--- src/common/tie_pkg.sv ---
// Shared constants and types for trap and interrupt entry
package tie_pkg;
    localparam int          NUM_IRQ      = 16;
    localparam int          TRAP_BITS    = 5;
    localparam int          NUM_TRAPS    = 32;
    localparam int          ST_WIDTH     = 32;
    localparam int          GIE_POS      = 13;
    localparam logic [31:0] GIE_MASK     = 32'h0000_2000;
    localparam logic [31:0] ST_RESET     = 32'h0000_0000;
    localparam logic [15:0] FLAG_RESET   = 16'h0000;
    localparam logic [15:0] MASK_RESET   = 16'h0000;
    localparam logic [4:0]  INDEX_RESET  = 5'h00;
    localparam logic [31:0] PC_RESET     = 32'h0000_0000;

    // CPU write kinds to the flag register
    typedef enum logic [1:0] {
        OP_LOAD = 2'b00,
        OP_AND  = 2'b01,
        OP_OR   = 2'b10,
        OP_XOR  = 2'b11
    } tie_wr_op_t;

    // Entry sequencer states
    typedef enum logic [1:0] {
        S_IDLE = 2'b00,
        S_CLR  = 2'b01,
        S_VEC  = 2'b10,
        S_RET  = 2'b11
    } tie_state_t;
endpackage : tie_pkg

--- src/common/tie_flag_if.sv ---
// Link between the entry sequencer and the flag register
`timescale 1ns/10ps
`default_nettype none
interface tie_flag_if;
    logic [15:0]         set_vec;
    logic [15:0]         clr_vec;
    logic                wr_en;
    tie_pkg::tie_wr_op_t wr_op;
    logic [15:0]         wr_data;
    logic [15:0]         flags;

    modport ctrl (output set_vec, output clr_vec, output wr_en,
                  output wr_op, output wr_data, input flags);
    modport regs (input set_vec, input clr_vec, input wr_en,
                  input wr_op, input wr_data, output flags);
endinterface : tie_flag_if
`default_nettype wire

--- src/hdl/tie_flags.sv ---
// Interrupt flag register with CPU write and hardware set
`timescale 1ns/10ps
`default_nettype none
module tie_flags #(
    parameter bit LEGACY = 1'b0
) (
    // Clock and reset
    input  wire logic   clk,
    input  wire logic   rst_n,
    // Flag access
    tie_flag_if.regs    fif
);
    logic [15:0] flags_q;
    logic [15:0] flags_d;
    logic [15:0] wr_val;

    always_comb begin
        wr_val = fif.wr_data;
        unique case (fif.wr_op)
            tie_pkg::OP_LOAD: wr_val = fif.wr_data;
            tie_pkg::OP_AND:  wr_val = flags_q & fif.wr_data;
            tie_pkg::OP_OR:   wr_val = flags_q | fif.wr_data;
            tie_pkg::OP_XOR:  wr_val = flags_q ^ fif.wr_data;
        endcase
        flags_d = flags_q & ~fif.clr_vec;
        if (fif.wr_en) begin
            flags_d = wr_val;
        end
        if (!(LEGACY && fif.wr_en)) begin
            flags_d = flags_d | fif.set_vec;
        end
    end

    always_ff @(posedge clk or negedge rst_n) begin
        if (!rst_n) begin
            flags_q <= tie_pkg::FLAG_RESET;
        end else begin
            flags_q <= flags_d;
        end
    end

    assign fif.flags = flags_q;
endmodule : tie_flags
`default_nettype wire

--- src/hdl/tie_entry.sv ---
// Trap and interrupt entry and return sequencer
//
// Operation
// - Traps and interrupts share one entry path
// - Traps come only from conditional trap
// - Interrupts come from hardware sources or CPU flag writes
// - Traps ignore global enable and masks
// - Thirty-two trap numbers select vector entries
// - Trap jumps to word in vector entry
// - Trap in decode holds off interrupts
// - True trap clears global interrupt enable
// - Legacy: stalled trap may leave enable cleared
// - True return re-enables global interrupts
// - AND, OR, XOR write flag register
// - Legacy: CPU flag write beats new interrupt
// - Vectoring clears only that source's flag
// - Still-asserted input sets flag again
// - Clear enable, flag, read pointer, vector, push
// - Global enable is status bit 2000h
`timescale 1ns/10ps
`default_nettype none
module tie_entry #(
    parameter bit LEGACY = 1'b0
) (
    // Clock and reset
    input  wire logic        CLK,
    input  wire logic        RSTN,
    // Pipeline: conditional trap
    input  wire logic        TRAP_IN_DECODE,
    input  wire logic        PIPE_STALL,
    input  wire logic        TRAP_EXEC,
    input  wire logic        TRAP_COND_TRUE,
    input  wire logic [4:0]  TRAP_NUM,
    // Pipeline: conditional return
    input  wire logic        RETURN_EXEC,
    input  wire logic        RETURN_COND_TRUE,
    // Pipeline: fetch boundary
    input  wire logic        FETCH_BOUNDARY,
    // Status word write
    input  wire logic        ST_WR,
    input  wire logic [31:0] ST_WDATA,
    // Mask register write
    input  wire logic        MASK_WR,
    input  wire logic [15:0] MASK_WDATA,
    // Flag register write
    input  wire logic        FLAG_WR,
    input  wire logic [1:0]  FLAG_OP,
    input  wire logic [15:0] FLAG_WDATA,
    // Hardware interrupt sources
    input  wire logic [15:0] IRQ_SRC,
    // Vector word from memory
    input  wire logic [31:0] VEC_DATA,
    // Entry sequence strobes
    output logic             ENTRY_START,
    output logic             SP_READ,
    output logic             VEC_READ,
    output logic             PUSH_STATUS,
    output logic             PUSH_RETURN,
    output logic             PC_LOAD,
    output logic [31:0]      PC_TARGET,
    output logic             RETURN_TAKEN,
    // Selected vector
    output logic             VEC_IS_TRAP,
    output logic [4:0]       VEC_INDEX,
    // Register views
    output logic [31:0]      STATUS_WORD,
    output logic [15:0]      IRQ_MASK_REG,
    output logic [15:0]      IRQ_FLAGS,
    output logic             GLOBAL_IRQ_ENABLE
);
    tie_flag_if fif ();

    tie_pkg::tie_state_t state_q;
    tie_pkg::tie_state_t state_d;
    logic [31:0] status_word_q;
    logic [31:0] status_word_d;
    logic [15:0] irq_mask_reg_q;
    logic [15:0] irq_mask_reg_d;
    logic        is_trap_q;
    logic        is_trap_d;
    logic [4:0]  index_q;
    logic [4:0]  index_d;
    logic [31:0] pc_q;
    logic [31:0] pc_d;
    logic [15:0] pending;
    logic        global_irq_enable;
    logic        trap_take;
    logic        irq_take;
    logic        have_irq;
    logic [4:0]  irq_sel;

    // Lowest-numbered pending source has highest priority
    function automatic logic [4:0] pick_lowest(input logic [15:0] v);
        logic [4:0] idx;
        idx = 5'h00;
        for (int i = 15; i >= 0; i--) begin
            if (v[i]) begin
                idx = 5'(i);
            end
        end
        return idx;
    endfunction

    // One-hot decode of a source index
    function automatic logic [15:0] onehot(input logic [4:0] idx);
        logic [15:0] v;
        v = 16'h0000;
        v[idx[3:0]] = 1'b1;
        return v;
    endfunction

    assign global_irq_enable = status_word_q[tie_pkg::GIE_POS];
    assign pending  = fif.flags & irq_mask_reg_q;
    assign have_irq = |pending;
    assign irq_sel  = pick_lowest(pending);

    assign trap_take = TRAP_EXEC && TRAP_COND_TRUE
                       && (state_q == tie_pkg::S_IDLE);

    // Decode-phase trap holds off
    // A trap in execute also wins over a same-cycle interrupt
    assign irq_take = have_irq && global_irq_enable && FETCH_BOUNDARY
                      && !TRAP_IN_DECODE && !TRAP_EXEC
                      && (state_q == tie_pkg::S_IDLE);

    // Flag register connection
    always_comb begin
        fif.set_vec = IRQ_SRC;
        fif.clr_vec = 16'h0000;
        if (state_q == tie_pkg::S_CLR && !is_trap_q) begin
            fif.clr_vec = onehot(index_q);
        end
        fif.wr_en   = FLAG_WR;
        fif.wr_op   = tie_pkg::tie_wr_op_t'(FLAG_OP);
        fif.wr_data = FLAG_WDATA;
    end

    tie_flags #(
        .LEGACY (LEGACY)
    ) u_flags (
        .clk    (CLK),
        .rst_n  (RSTN),
        .fif    (fif)
    );

    always_comb begin
        state_d   = state_q;
        is_trap_d = is_trap_q;
        index_d   = index_q;
        pc_d      = pc_q;
        unique case (state_q)
            tie_pkg::S_IDLE: begin
                if (trap_take) begin
                    is_trap_d = 1'b1;
                    index_d   = TRAP_NUM;
                    state_d   = tie_pkg::S_CLR;
                end else if (irq_take) begin
                    is_trap_d = 1'b0;
                    index_d   = irq_sel;
                    state_d   = tie_pkg::S_CLR;
                end
            end
            // Clear, then vector, then return push
            tie_pkg::S_CLR: state_d = tie_pkg::S_VEC;
            tie_pkg::S_VEC: state_d = tie_pkg::S_RET;
            tie_pkg::S_RET: begin
                pc_d    = VEC_DATA;
                state_d = tie_pkg::S_IDLE;
            end
        endcase
    end

    // Status word and mask register
    always_comb begin
        status_word_d  = status_word_q;
        irq_mask_reg_d = irq_mask_reg_q;
        if (MASK_WR) begin
            irq_mask_reg_d = MASK_WDATA;
        end
        if (ST_WR) begin
            status_word_d = ST_WDATA;
        end
        if (RETURN_EXEC && RETURN_COND_TRUE) begin
            status_word_d = status_word_d | tie_pkg::GIE_MASK;
        end
        // Legacy stalled trap loses enable
        // Fixed parts only hold off acceptance, enable is untouched
        if (LEGACY && TRAP_IN_DECODE && PIPE_STALL) begin
            status_word_d = status_word_d & ~tie_pkg::GIE_MASK;
        end
        // Entry clears enable, over any load
        if (state_q == tie_pkg::S_CLR) begin
            status_word_d = status_word_d & ~tie_pkg::GIE_MASK;
        end
    end

    always_ff @(posedge CLK or negedge RSTN) begin
        if (!RSTN) begin
            state_q        <= tie_pkg::S_IDLE;
            is_trap_q      <= 1'b0;
            index_q        <= tie_pkg::INDEX_RESET;
            pc_q           <= tie_pkg::PC_RESET;
            status_word_q  <= tie_pkg::ST_RESET;
            irq_mask_reg_q <= tie_pkg::MASK_RESET;
        end else begin
            state_q        <= state_d;
            is_trap_q      <= is_trap_d;
            index_q        <= index_d;
            pc_q           <= pc_d;
            status_word_q  <= status_word_d;
            irq_mask_reg_q <= irq_mask_reg_d;
        end
    end

    // Sequence strobes are decoded from state, RETURN_TAKEN from inputs, data from flops
    assign ENTRY_START       = state_q == tie_pkg::S_CLR;
    assign SP_READ           = state_q == tie_pkg::S_CLR;
    assign VEC_READ          = state_q == tie_pkg::S_VEC;
    assign PUSH_STATUS       = state_q == tie_pkg::S_VEC;
    assign PUSH_RETURN       = state_q == tie_pkg::S_RET;
    assign PC_LOAD           = state_q == tie_pkg::S_RET;
    assign PC_TARGET         = pc_q;
    assign RETURN_TAKEN      = RETURN_EXEC && RETURN_COND_TRUE;
    assign VEC_IS_TRAP       = is_trap_q;
    assign VEC_INDEX         = index_q;
    assign STATUS_WORD       = status_word_q;
    assign IRQ_MASK_REG      = irq_mask_reg_q;
    assign IRQ_FLAGS         = fif.flags;
    assign GLOBAL_IRQ_ENABLE = global_irq_enable;
endmodule : tie_entry
`default_nettype wire

--- config.mk ---
export PLATFORM = sky130hd
export DESIGN_NAME = tie_entry
export DESIGN_NICKNAME = d
export VERILOG_FILES = /design/src/common/tie_pkg.sv /design/src/common/tie_flag_if.sv /design/src/hdl/tie_flags.sv /design/src/hdl/tie_entry.sv
export SDC_FILE = /design/constraint.sdc
export NUM_CORES = 1
export LEC_CHECK = 0
export CAP_MARGIN = 20
export CORE_AREA = 4 4 146 148
export CTS_BUF_LIST = sky130_fd_sc_hd__clkbuf_8
export DETAILED_ROUTE_END_ITERATION = 6
export DIE_AREA = 0 0 150 152
export DONT_BUFFER_PORTS = 1
export GPL_TIMING_DRIVEN = 0
export HOLD_SLACK_MARGIN = 0.12
export PLACE_DENSITY_LB_ADDON = 0.25
export SYNTH_ARGS = -nofsm -noshare
export SYNTH_HDL_FRONTEND = slang
export SYNTH_SLANG_ARGS = --single-unit
--- constraint.sdc ---
create_clock -name CLK -period 3.6 [get_ports CLK]
set_input_delay 0.54 -clock CLK [delete_from_list [all_inputs] [get_ports CLK]]
set_output_delay 0.54 -clock CLK [all_outputs]
set_load 0.005 [all_outputs]
---- Yosys cells after proc, flatten, opt, wreduce, memory -nomap -nowiden ----
Index checks and enable logic that the tools add are counted.
word-level totals
  register bits ........................... 104
  bits of input ports ..................... 131
  output and inout bits ................... 110
  logic and storage cells ................. 74
cells by class
  order comparisons ....................... 2
  equal/unequal tests ..................... 7
  muxes and demuxes ....................... 31
  bitwise gates (word level) .............. 7
  reductions and logical operators ........ 19
operators with widths
  operator                                                                count
  5-bit 2-to-1 mux                                                        15
  16-bit one-hot mux with 4 select lines                                  1
  16-bit bitwise AND                                                      3
  16-bit 2-to-1 mux                                                       2
  32-bit 2-to-1 mux                                                       1
  16-bit OR                                                               2
  14-bit 2-to-1 mux                                                       2
  16-bit inverter                                                         1
  16-bit OR reduction                                                     1
  16-bit bitwise XOR                                                      1
  4-bit 2-to-1 mux                                                        3
  1-bit logical AND                                                       10
  2-bit equality test (second input constant)                             4
  2-bit one-hot mux with 4 select lines                                   1
  4-bit by 5-bit < comparator with 1-bit output (second input constant)   1
  1-bit demux with 4-bit select                                           1
  2-bit by 1-bit equality test with 1-bit output (second input constant)  2
  4-bit by 1-bit >= comparator with 1-bit output (second input constant)  1
  2-bit logical NOT                                                       2
  2-bit 2-to-1 mux                                                        2
  1-bit logical NOT                                                       3
  1-bit 2-to-1 mux                                                        3
  3-bit != test (second input constant)                                   1
  3-bit nonzero test                                                      1
  2 further kinds                                                         2

---- Logic depth before layout (Yosys ltp) ----
Gate-level depths: netlist of run 1.
  depth in word-level cells ............... 19
  mapped depth ............................ 8

---- Modules after synthesis ----
A second synthesis of run 1 with hierarchy kept.
unflattened totals
  cell total of the unflattened synthesis .. 474
  area total of the unflattened synthesis .. 5519.0 um^2
modules (own cells, without submodules)
  module     instances  cells an instance  area each (um^2)  sequential area each (um^2)
  tie_entry  1          286                3806.2            2202.1
  tie_flags  1          188                1712.9            400.4

---- Worst setup path after synthesis of run 1 ----
Ideal clock, no wire load.
  kind .................................... input to register
  from .................................... input port FLAG_OP[1]
  to ...................................... register u_flags.flags_q[11] (netlist: u_flags.fif.flags[11])
  arrival time ............................ 1.996 ns
  setup slack ............................. 1.480 ns
  cell stages on the path ................. 4
  buffers on the path ..................... 2
  cells stage by stage .................... clkbuf_1 -> buf_2 -> mux4_2 -> a211o_1
between the ends
  word-level cells in the longest chain between the ends .. 4
  elaborated cells on any way between the ends .. 7
ends and longest elaborated chain
  what                                               line             source
  start, declared                                    tie_entry.sv:47  input wire logic [1:0] FLAG_OP,
  2-bit equality test, or another cell as far along  tie_flags.sv:19  unique case (fif.wr_op)
  16-bit one-hot mux with 4 select lines *           tie_flags.sv:19
  16-bit 2-to-1 mux *                                tie_flags.sv:26  if (fif.wr_en) begin
  16-bit OR *                                        tie_flags.sv:30  flags_d = flags_d | fif.set_vec;
  via u_flags.flags_d[11]                            tie_flags.sv:14  logic [15:0] flags_d;
  end signal, assigned                               tie_flags.sv:36  flags_q <= tie_pkg::FLAG_RESET;
  end signal, assigned                               tie_flags.sv:38  flags_q <= flags_d;
  end, declared                                      tie_flags.sv:13  logic [15:0] flags_q;
The timed path passes the listed nets; every way through them passes the cells marked *.
A chain may end at the register's enable or synchronous reset.

---- Final worst setup path of run 1 ----
  from .................................... register state_q[1]
  to ...................................... register u_flags.flags_q[7] (netlist: u_flags.fif.flags[7])
between the ends
  word-level cells in the longest chain between the ends .. 7
ends and longest elaborated chain
  what                                            line              source
  start, declared                                 tie_entry.sv:73   tie_pkg::tie_state_t state_q;
  start signal, assigned                          tie_entry.sv:199  state_q <= tie_pkg::S_IDLE;
  start signal, assigned                          tie_entry.sv:206  state_q <= state_d;
  2-bit by 1-bit equality test with 1-bit output  --
  via ENTRY_START                                 tie_entry.sv:54   output logic ENTRY_START,
  1-bit logical AND                               tie_entry.sv:130  if (state_q == tie_pkg::S_CLR && !is_trap_q) begin
  16-bit 2-to-1 mux                               tie_entry.sv:130
  16-bit inverter                                 tie_flags.sv:25   flags_d = flags_q & ~fif.clr_vec;
  16-bit bitwise AND                              tie_flags.sv:25
  16-bit 2-to-1 mux                               tie_flags.sv:26
  16-bit OR                                       tie_flags.sv:30
  via u_flags.flags_d[7]                          tie_flags.sv:14
The timed path passes the listed nets, and every way through them passes these cells.

==> flow_metrics.tcl, run 1 <==
set metrics [dict create \
    clock.fmax_ghz 0.396 \
    vias 3434 \
    hold_path.class "input pin to flop" \
    synthXorXnorAreaFrac_pct 0 \
    ant_nets 0 \
    finalSetupViolCount 0 \
    power_frac_clock_pct 22.5 \
    routedWlPerCell_um 22.5 \
    cp_max_fo 7 \
    insertion_delay_ns 0.38 \
    avgSynthCellArea_um2 12.9 \
    ys_top_cells_by_area "dfrtp_1, mux2_2, ha_1" \
    p_sw_mw 1.23 \
    slew_viol_final 0 \
    route.detailed.drc 0 \
    final_common_cell "dfrtp_1" \
    ys_warn_count 0 \
    synth-compound-area-share_pct 9.37 \
    synth_top_family_by_area "multiplexers" \
    peakVddDrop_mv 0.134 \
    drive_gt1_share_pct 28.3 \
    routedLengthMet1_um 5600 \
    most-common-layout-cells "dfrtp_1, mux2_2, inv_1" \
    worst_pin_slew_ns 1.03 \
    leakagePower_nw 2.58 \
    synth_top_area_share_pct 48.7 \
    grt_overflow_total 0 \
    ys_seq_area_share_pct 48.7 \
    critPathCaptureType "flop" \
    place_ws_ns 1.09 \
    finClkSkew_ns 0.0155 \
    dp_cells 683 \
    antenna_cells 0 \
    power_density_nw_per_um2 598 \
    numCtsBuffers 9 \
    cap_violations 0 \
    dpl.hpwl_um 12600 \
    path_class "flop to flop" \
    die_h_um 152 \
    synth_nets 581 \
    status "finished clean" \
    synthSimpleGateAreaFrac_pct 3.68 \
    met3_length_um 1900 \
    r2r_setup_slack_ns 1.07 \
    drtIter0Drc 103 \
    final-hold-violation-count 0 \
    post-route-worst-setup-slack_ns 1.07 \
    die_area_um2 22800 \
    finalSetupTns_ns 0 \
    routed.top_layer "met5" \
    grt_pass1_vias 3872 \
    p_int_mw 2.32 \
    first_pass_iters 4 \
    synthCells 413 \
    gp_congestion 0.772 \
    met2_length_um 8040 \
    async_flop_share_pct 100 \
    synth_ff_type "dfrtp_1" \
    rr_worst_depth 5 \
    ys_seq_elements 104 \
    min_path_cells 1 \
    grt_setup_unrepaired "no" \
    synth_mux_area_share_pct 24.1 \
    synth.distinct_cells 38 \
    maxSlewHeadroom_pct 30.2 \
    wl_um 15800 \
    final_cells 701 \
    clkTransAtPathRegs_ns 0.12 \
    core_area_um2 20000 \
    start_util_pct 26.7 \
    grt_max_degree 105 \
    post-synth-top-area-cell "dfrtp_1" \
    arrival_ns 2.79 \
    io_pins 241 \
    synthAdderAreaFrac_pct 8.67 \
    htree_levels 3 \
    period_minus_slack_ns 2.53 \
    grt_pass1_wl_um 23200 \
    cts_tree "done" \
    antenna_found_initial 2 \
    nets 594 \
    die_w_um 150 \
    power_frac_seq_pct 51.4 \
    globalRouteTotalUtil_pct 13.4 \
    synth_area_um2 5340 \
    area_growth_pct 11.0 \
    clock_path_buffers 2 \
    synth-edff-count 0 \
    min_period_over_period_pct 70.2 \
    postCtsSetupBuffers 0 \
    routed_via_density 4.90 \
    start_kind "flop" \
    clock-sinks 104 \
    critPathRequiredTime_ns 3.87 \
    cts-root-buf "clkbuf_8" \
    switching_share_pct 34.6 \
    rows 52 \
    combPwrFrac_pct 26.2 \
    numPortBuffers 0 \
]
## cell type report
cell class	instances	area [um^2]
flip-flops and latches	104	2600
inverters	51	191
multi-input cells	235	2440
plain buffers	23	104
clock buffers	10	138
clock inverters	6	76.3
well taps	270	338
fillers	2067	14100
repair buffers	2	37.5
## through the flow
step                cell area (um^2)  hold slack [ns]  util [%]  total power [mW]
finish                          5930            0.243      29.6              3.55
global route                    5930            0.215      29.6              3.78
CTS                             5930            0.213      29.6              3.63
detailed placement              5680            0.247      28.3              2.79
global placement                5680            0.247      28.3              2.74
floorplan                       5340            0.244         -              2.44
## routing by layer
| layer | up-vias | global-route usage, % |
|---|---|---|
| li1 | 1503 | - |
| met2 | 176 | 24.1 |
| met3 | 20 | 5.99 |
| met1 | 1731 | 14.0 |
| met4 | 4 | 3.75 |
| met5 | - | 0 |
## critical path, stage by stage, from the launching register on
cell	delay, ns
dfrtp_1	0.43
inv_1	0.11
ha_1	0.45
nor4bb_1	0.88
a311oi_1	0.22
a211o_1	0.32
## cells in the mapped netlist, types with 5 or more instances
| master | count |
|---|---|
| ha_1 | 37 |
| nand2_1 | 20 |
| inv_1 | 51 |
| o21ai_0 | 5 |
| mux4_2 | 16 |
| clkbuf_1 | 11 |
| a211o_1 | 16 |
| a22o_1 | 5 |
| mux2_2 | 79 |
| a211oi_1 | 12 |
| dfrtp_1 | 104 |
| a311oi_1 | 5 |
| a21oi_1 | 5 |
| buf_1 | 6 |
## kinds of logic after synthesis
logic type	count (synthesis)
flip-flops	104
adder cells (fa/ha/maj)	37
AO/OA/AOI/OAI	62
buffers and inverters	74
multiplexers	98
AND/OR/NAND/NOR	38
## power by group through the flow
stage | Clock, mW | Sequential (mW) | Combinational, mW
after detailed placement | 0 | 1.87 | 0.922
after CTS | 0.837 | 1.84 | 0.953
after floorplan | 0 | 1.71 | 0.736
after global placement | 0 | 1.86 | 0.885
after global routing | 0.875 | 1.87 | 1.03
final | 0.797 | 1.82 | 0.928
## flip-flops by register name, indices dropped and copies added (netlist names)
name               cells
STATUS_WORD           32
VEC_INDEX              5
state_q                2
IRQ_MASK_REG          16
VEC_IS_TRAP            1
u_flags.fif.flags     16
PC_TARGET             32
## repair_timing
action / in CTS / in global routing
endpoints found under the hold margin: 104 / 0
hold buffers: 2 / 0
gates resized for setup: 0 / 0
## worst paths after layout
path                                  from                     to
max in group asynchronous             RSTN            VEC_IS_TRAP
min in group asynchronous             RSTN          PC_TARGET[10]
min reg2reg                STATUS_WORD[21]        STATUS_WORD[21]
min                            IRQ_SRC[11]  u_flags.fif.flags[11]
max                             state_q[1]   u_flags.fif.flags[7]
max reg2reg                     state_q[1]   u_flags.fif.flags[7]
Note: power is estimated with default switching activity, not from simulation.
==> run 2: changes to the inputs <==
Settings changed: ABC_AREA from default to 1.
Clock period 3.6 ns to 2.6 ns, I/O delays scaled along.
==> run 2 against run 1 <==
Against the previous run: the flow now finishes with violations (hold timing); total power increased by 42%; design area rose by 15%; combinational power is 47% higher; first-iteration DRC count rose to 2.6 times the previous value; flip-flop and latch count stayed put; critical endpoint is now u_flags.fif.flags[6].
==> flow_metrics.tcl, run 2 <==
set metrics [dict create \
    drive_gt1_share_pct 15.2 \
    postCtsSetupBuffers 0 \
    period_minus_slack_ns 2.32 \
    cts_tree "done" \
    ys_seq_area_share_pct 48.9 \
    path_class "flop to flop" \
    area_growth_pct 28.2 \
    placed_cell_area_um2 5660 \
    route.detailed.drc 0 \
    maxSlewHeadroom_pct 61.0 \
    ys_warn_count 0 \
    insertion_delay_ns 0.39 \
    synth_top_area_share_pct 48.9 \
    dpl.hpwl_um 12600 \
    start_util_pct 26.6 \
    grt_pass1_vias 4668 \
    globalRouteTotalUtil_pct 14.6 \
    leakagePower_nw 3.26 \
    synth_area_um2 5330 \
    min_period_over_period_pct 89.1 \
    worst_pin_slew_ns 0.580 \
    grt_overflow_total 0 \
    ys_seq_elements 104 \
    die_h_um 152 \
    synth-edff-count 0 \
    slew_viol_final 0 \
    cts_hold_buf 89 \
    finalSetupViolCount 0 \
    core_area_um2 20000 \
    cts-resized-gates 0 \
    clkTransAtPathRegs_ns 0.13 \
    synthCells 555 \
    cp_max_fo 8 \
    multi_input_area_um2 2370 \
    status "complete, but fails checks" \
    wl_um 17000 \
    drtIter0Drc 265 \
    synth.distinct_cells 34 \
    ys_top_cells_by_area "dfrtp_1, nand2_1, mux2_2" \
    post-synth-top-area-cell "dfrtp_1" \
    rows 52 \
    register_area_um2 2600 \
    antenna_found_initial 0 \
    clock.fmax_ghz 0.432 \
    ant_nets 0 \
    grt_pass1_wl_um 25900 \
    avgSynthCellArea_um2 9.59 \
    arrival_ns 2.61 \
    clock-sinks 104 \
    first_pass_iters 4 \
    numPortBuffers 0 \
    fillCellCount 2073 \
    grt_max_degree 105 \
    finClkSkew_ns 0.0170 \
    finalSetupTns_ns 0 \
    numCtsBuffers 9 \
    final_common_cell "nand2_1" \
    routed_via_density 4.66 \
    async_flop_share_pct 100 \
    final-hold-violation-count 104 \
    cts-root-buf "clkbuf_8" \
    holdWs_ns -0.329 \
    critPathRequiredTime_ns 2.89 \
    synth_ff_type "dfrtp_1" \
    start_kind "flop" \
    critPathCaptureType "flop" \
    cap_violations 0 \
    synth_nets 723 \
    io_pins 241 \
    fin_area_um2 6830 \
    gp_congestion 0.900 \
    routedWlPerCell_um 18.2 \
    synth_common_cells "nand2_1, dfrtp_1, inv_1, mux2_2, ha_1" \
    htree_levels 3 \
    yosysMostFrequentCell "nand2_1" \
    grt_setup_unrepaired "no" \
    clock_path_buffers 2 \
    violations "hold timing" \
    vias 4359 \
    die_area_um2 22800 \
    nets 827 \
    hold_path.class "input pin to asynchronous set/reset pin" \
    power_density_nw_per_um2 735 \
    most-common-layout-cells "nand2_1, dfrtp_1, dlygate4sd3_1" \
    die_w_um 150 \
    peakVddDrop_mv 0.347 \
]
run 2: cell types whose count changed after synthesis, moves of 8 or more:
cell      change
nand2_2       +8
mux4_2       -16
a211o_1      -16
nand3_1       +8
o22ai_1       +9
a221oi_1     +10
a21oi_1      +10
mux2_2       -33
inv_2         +8
o21ai_1      +22
nand2_1     +125
nor2_1       +11
a211oi_1     -12
run 2: area by class of cell:
class,count,share of cell area [%]
antenna,1,0.0367
multi-input combinational,364,34.7
inverter,65,3.57
timing repair buffer,93,13.6
tap,270,4.95
sequential,104,38.1
clock inverter,7,1.58
clock buffer,9,1.81
buffer,22,1.56
run 2: report_power, final:
group / total, mW / leakage [nW] / internal (mW) / switching [mW]
clock: 1.18 / 0.115 / 0.484 / 0.692
sequential: 2.48 / 1.21 / 2.04 / 0.445
combinational: 1.36 / 1.93 / 0.692 / 0.673
run 2: critical path, stage by stage (launching register included):
cell and delay [ns]:
dfrtp_1 0.42, inv_1 0.12, ha_1 0.32, nand2_1 0.21, inv_1 0.23, nand3_1 0.16, nand3_1 0.12, nand3b_1 0.08
dlygate4sd3_1 0.55
run 2: cell families after synthesis:
| family | share of synthesized area [%] |
|---|---|
| simple gates | 16.4 |
| flops | 48.9 |
| buf+inv | 6.58 |
| compound gates | 9.56 |
| mux | 9.94 |
| fa+ha+maj | 8.69 |
run 2: final timing paths:
path	end	cells past startpoint	from	slack (ns)
min reg2reg	STATUS_WORD[31]	2	STATUS_WORD[31]	0.52
max reg2reg	u_flags.fif.flags[6]	8	state_q[1]	0.28
min	u_flags.fif.flags[12]	0	RSTN	-0.33
max	u_flags.fif.flags[6]	8	state_q[1]	0.28
max in group asynchronous	STATUS_WORD[17]	0	RSTN	2.76
min in group CLK	PC_TARGET[1]	1	VEC_DATA[1]	0.15
run 2: per-stage QoR:
step	util (%)	hold slack, ns	setup slack, ns	cells	power, mW
2_1_floorplan	-	0.0944	0.978	555	3.36
3_3_place_gp	28.3	0.0972	0.534	825	3.72
3_5_place_dp	28.3	0.0972	0.468	825	3.78
4_1_cts	33.9	-0.356	0.243	930	5.08
5_1_grt	34.1	-0.373	0.164	934	5.34
6_report	34.1	-0.329	0.283	935	5.02
run 2: layer usage:
layer	vias to the layer above	global-route usage, %	share of wire, %
met4	0	4.62	1.9
met5	-	0	0
met1	2113	16.6	36
li1	2032	-	-
met2	192	25.7	51
met3	22	4.89	10
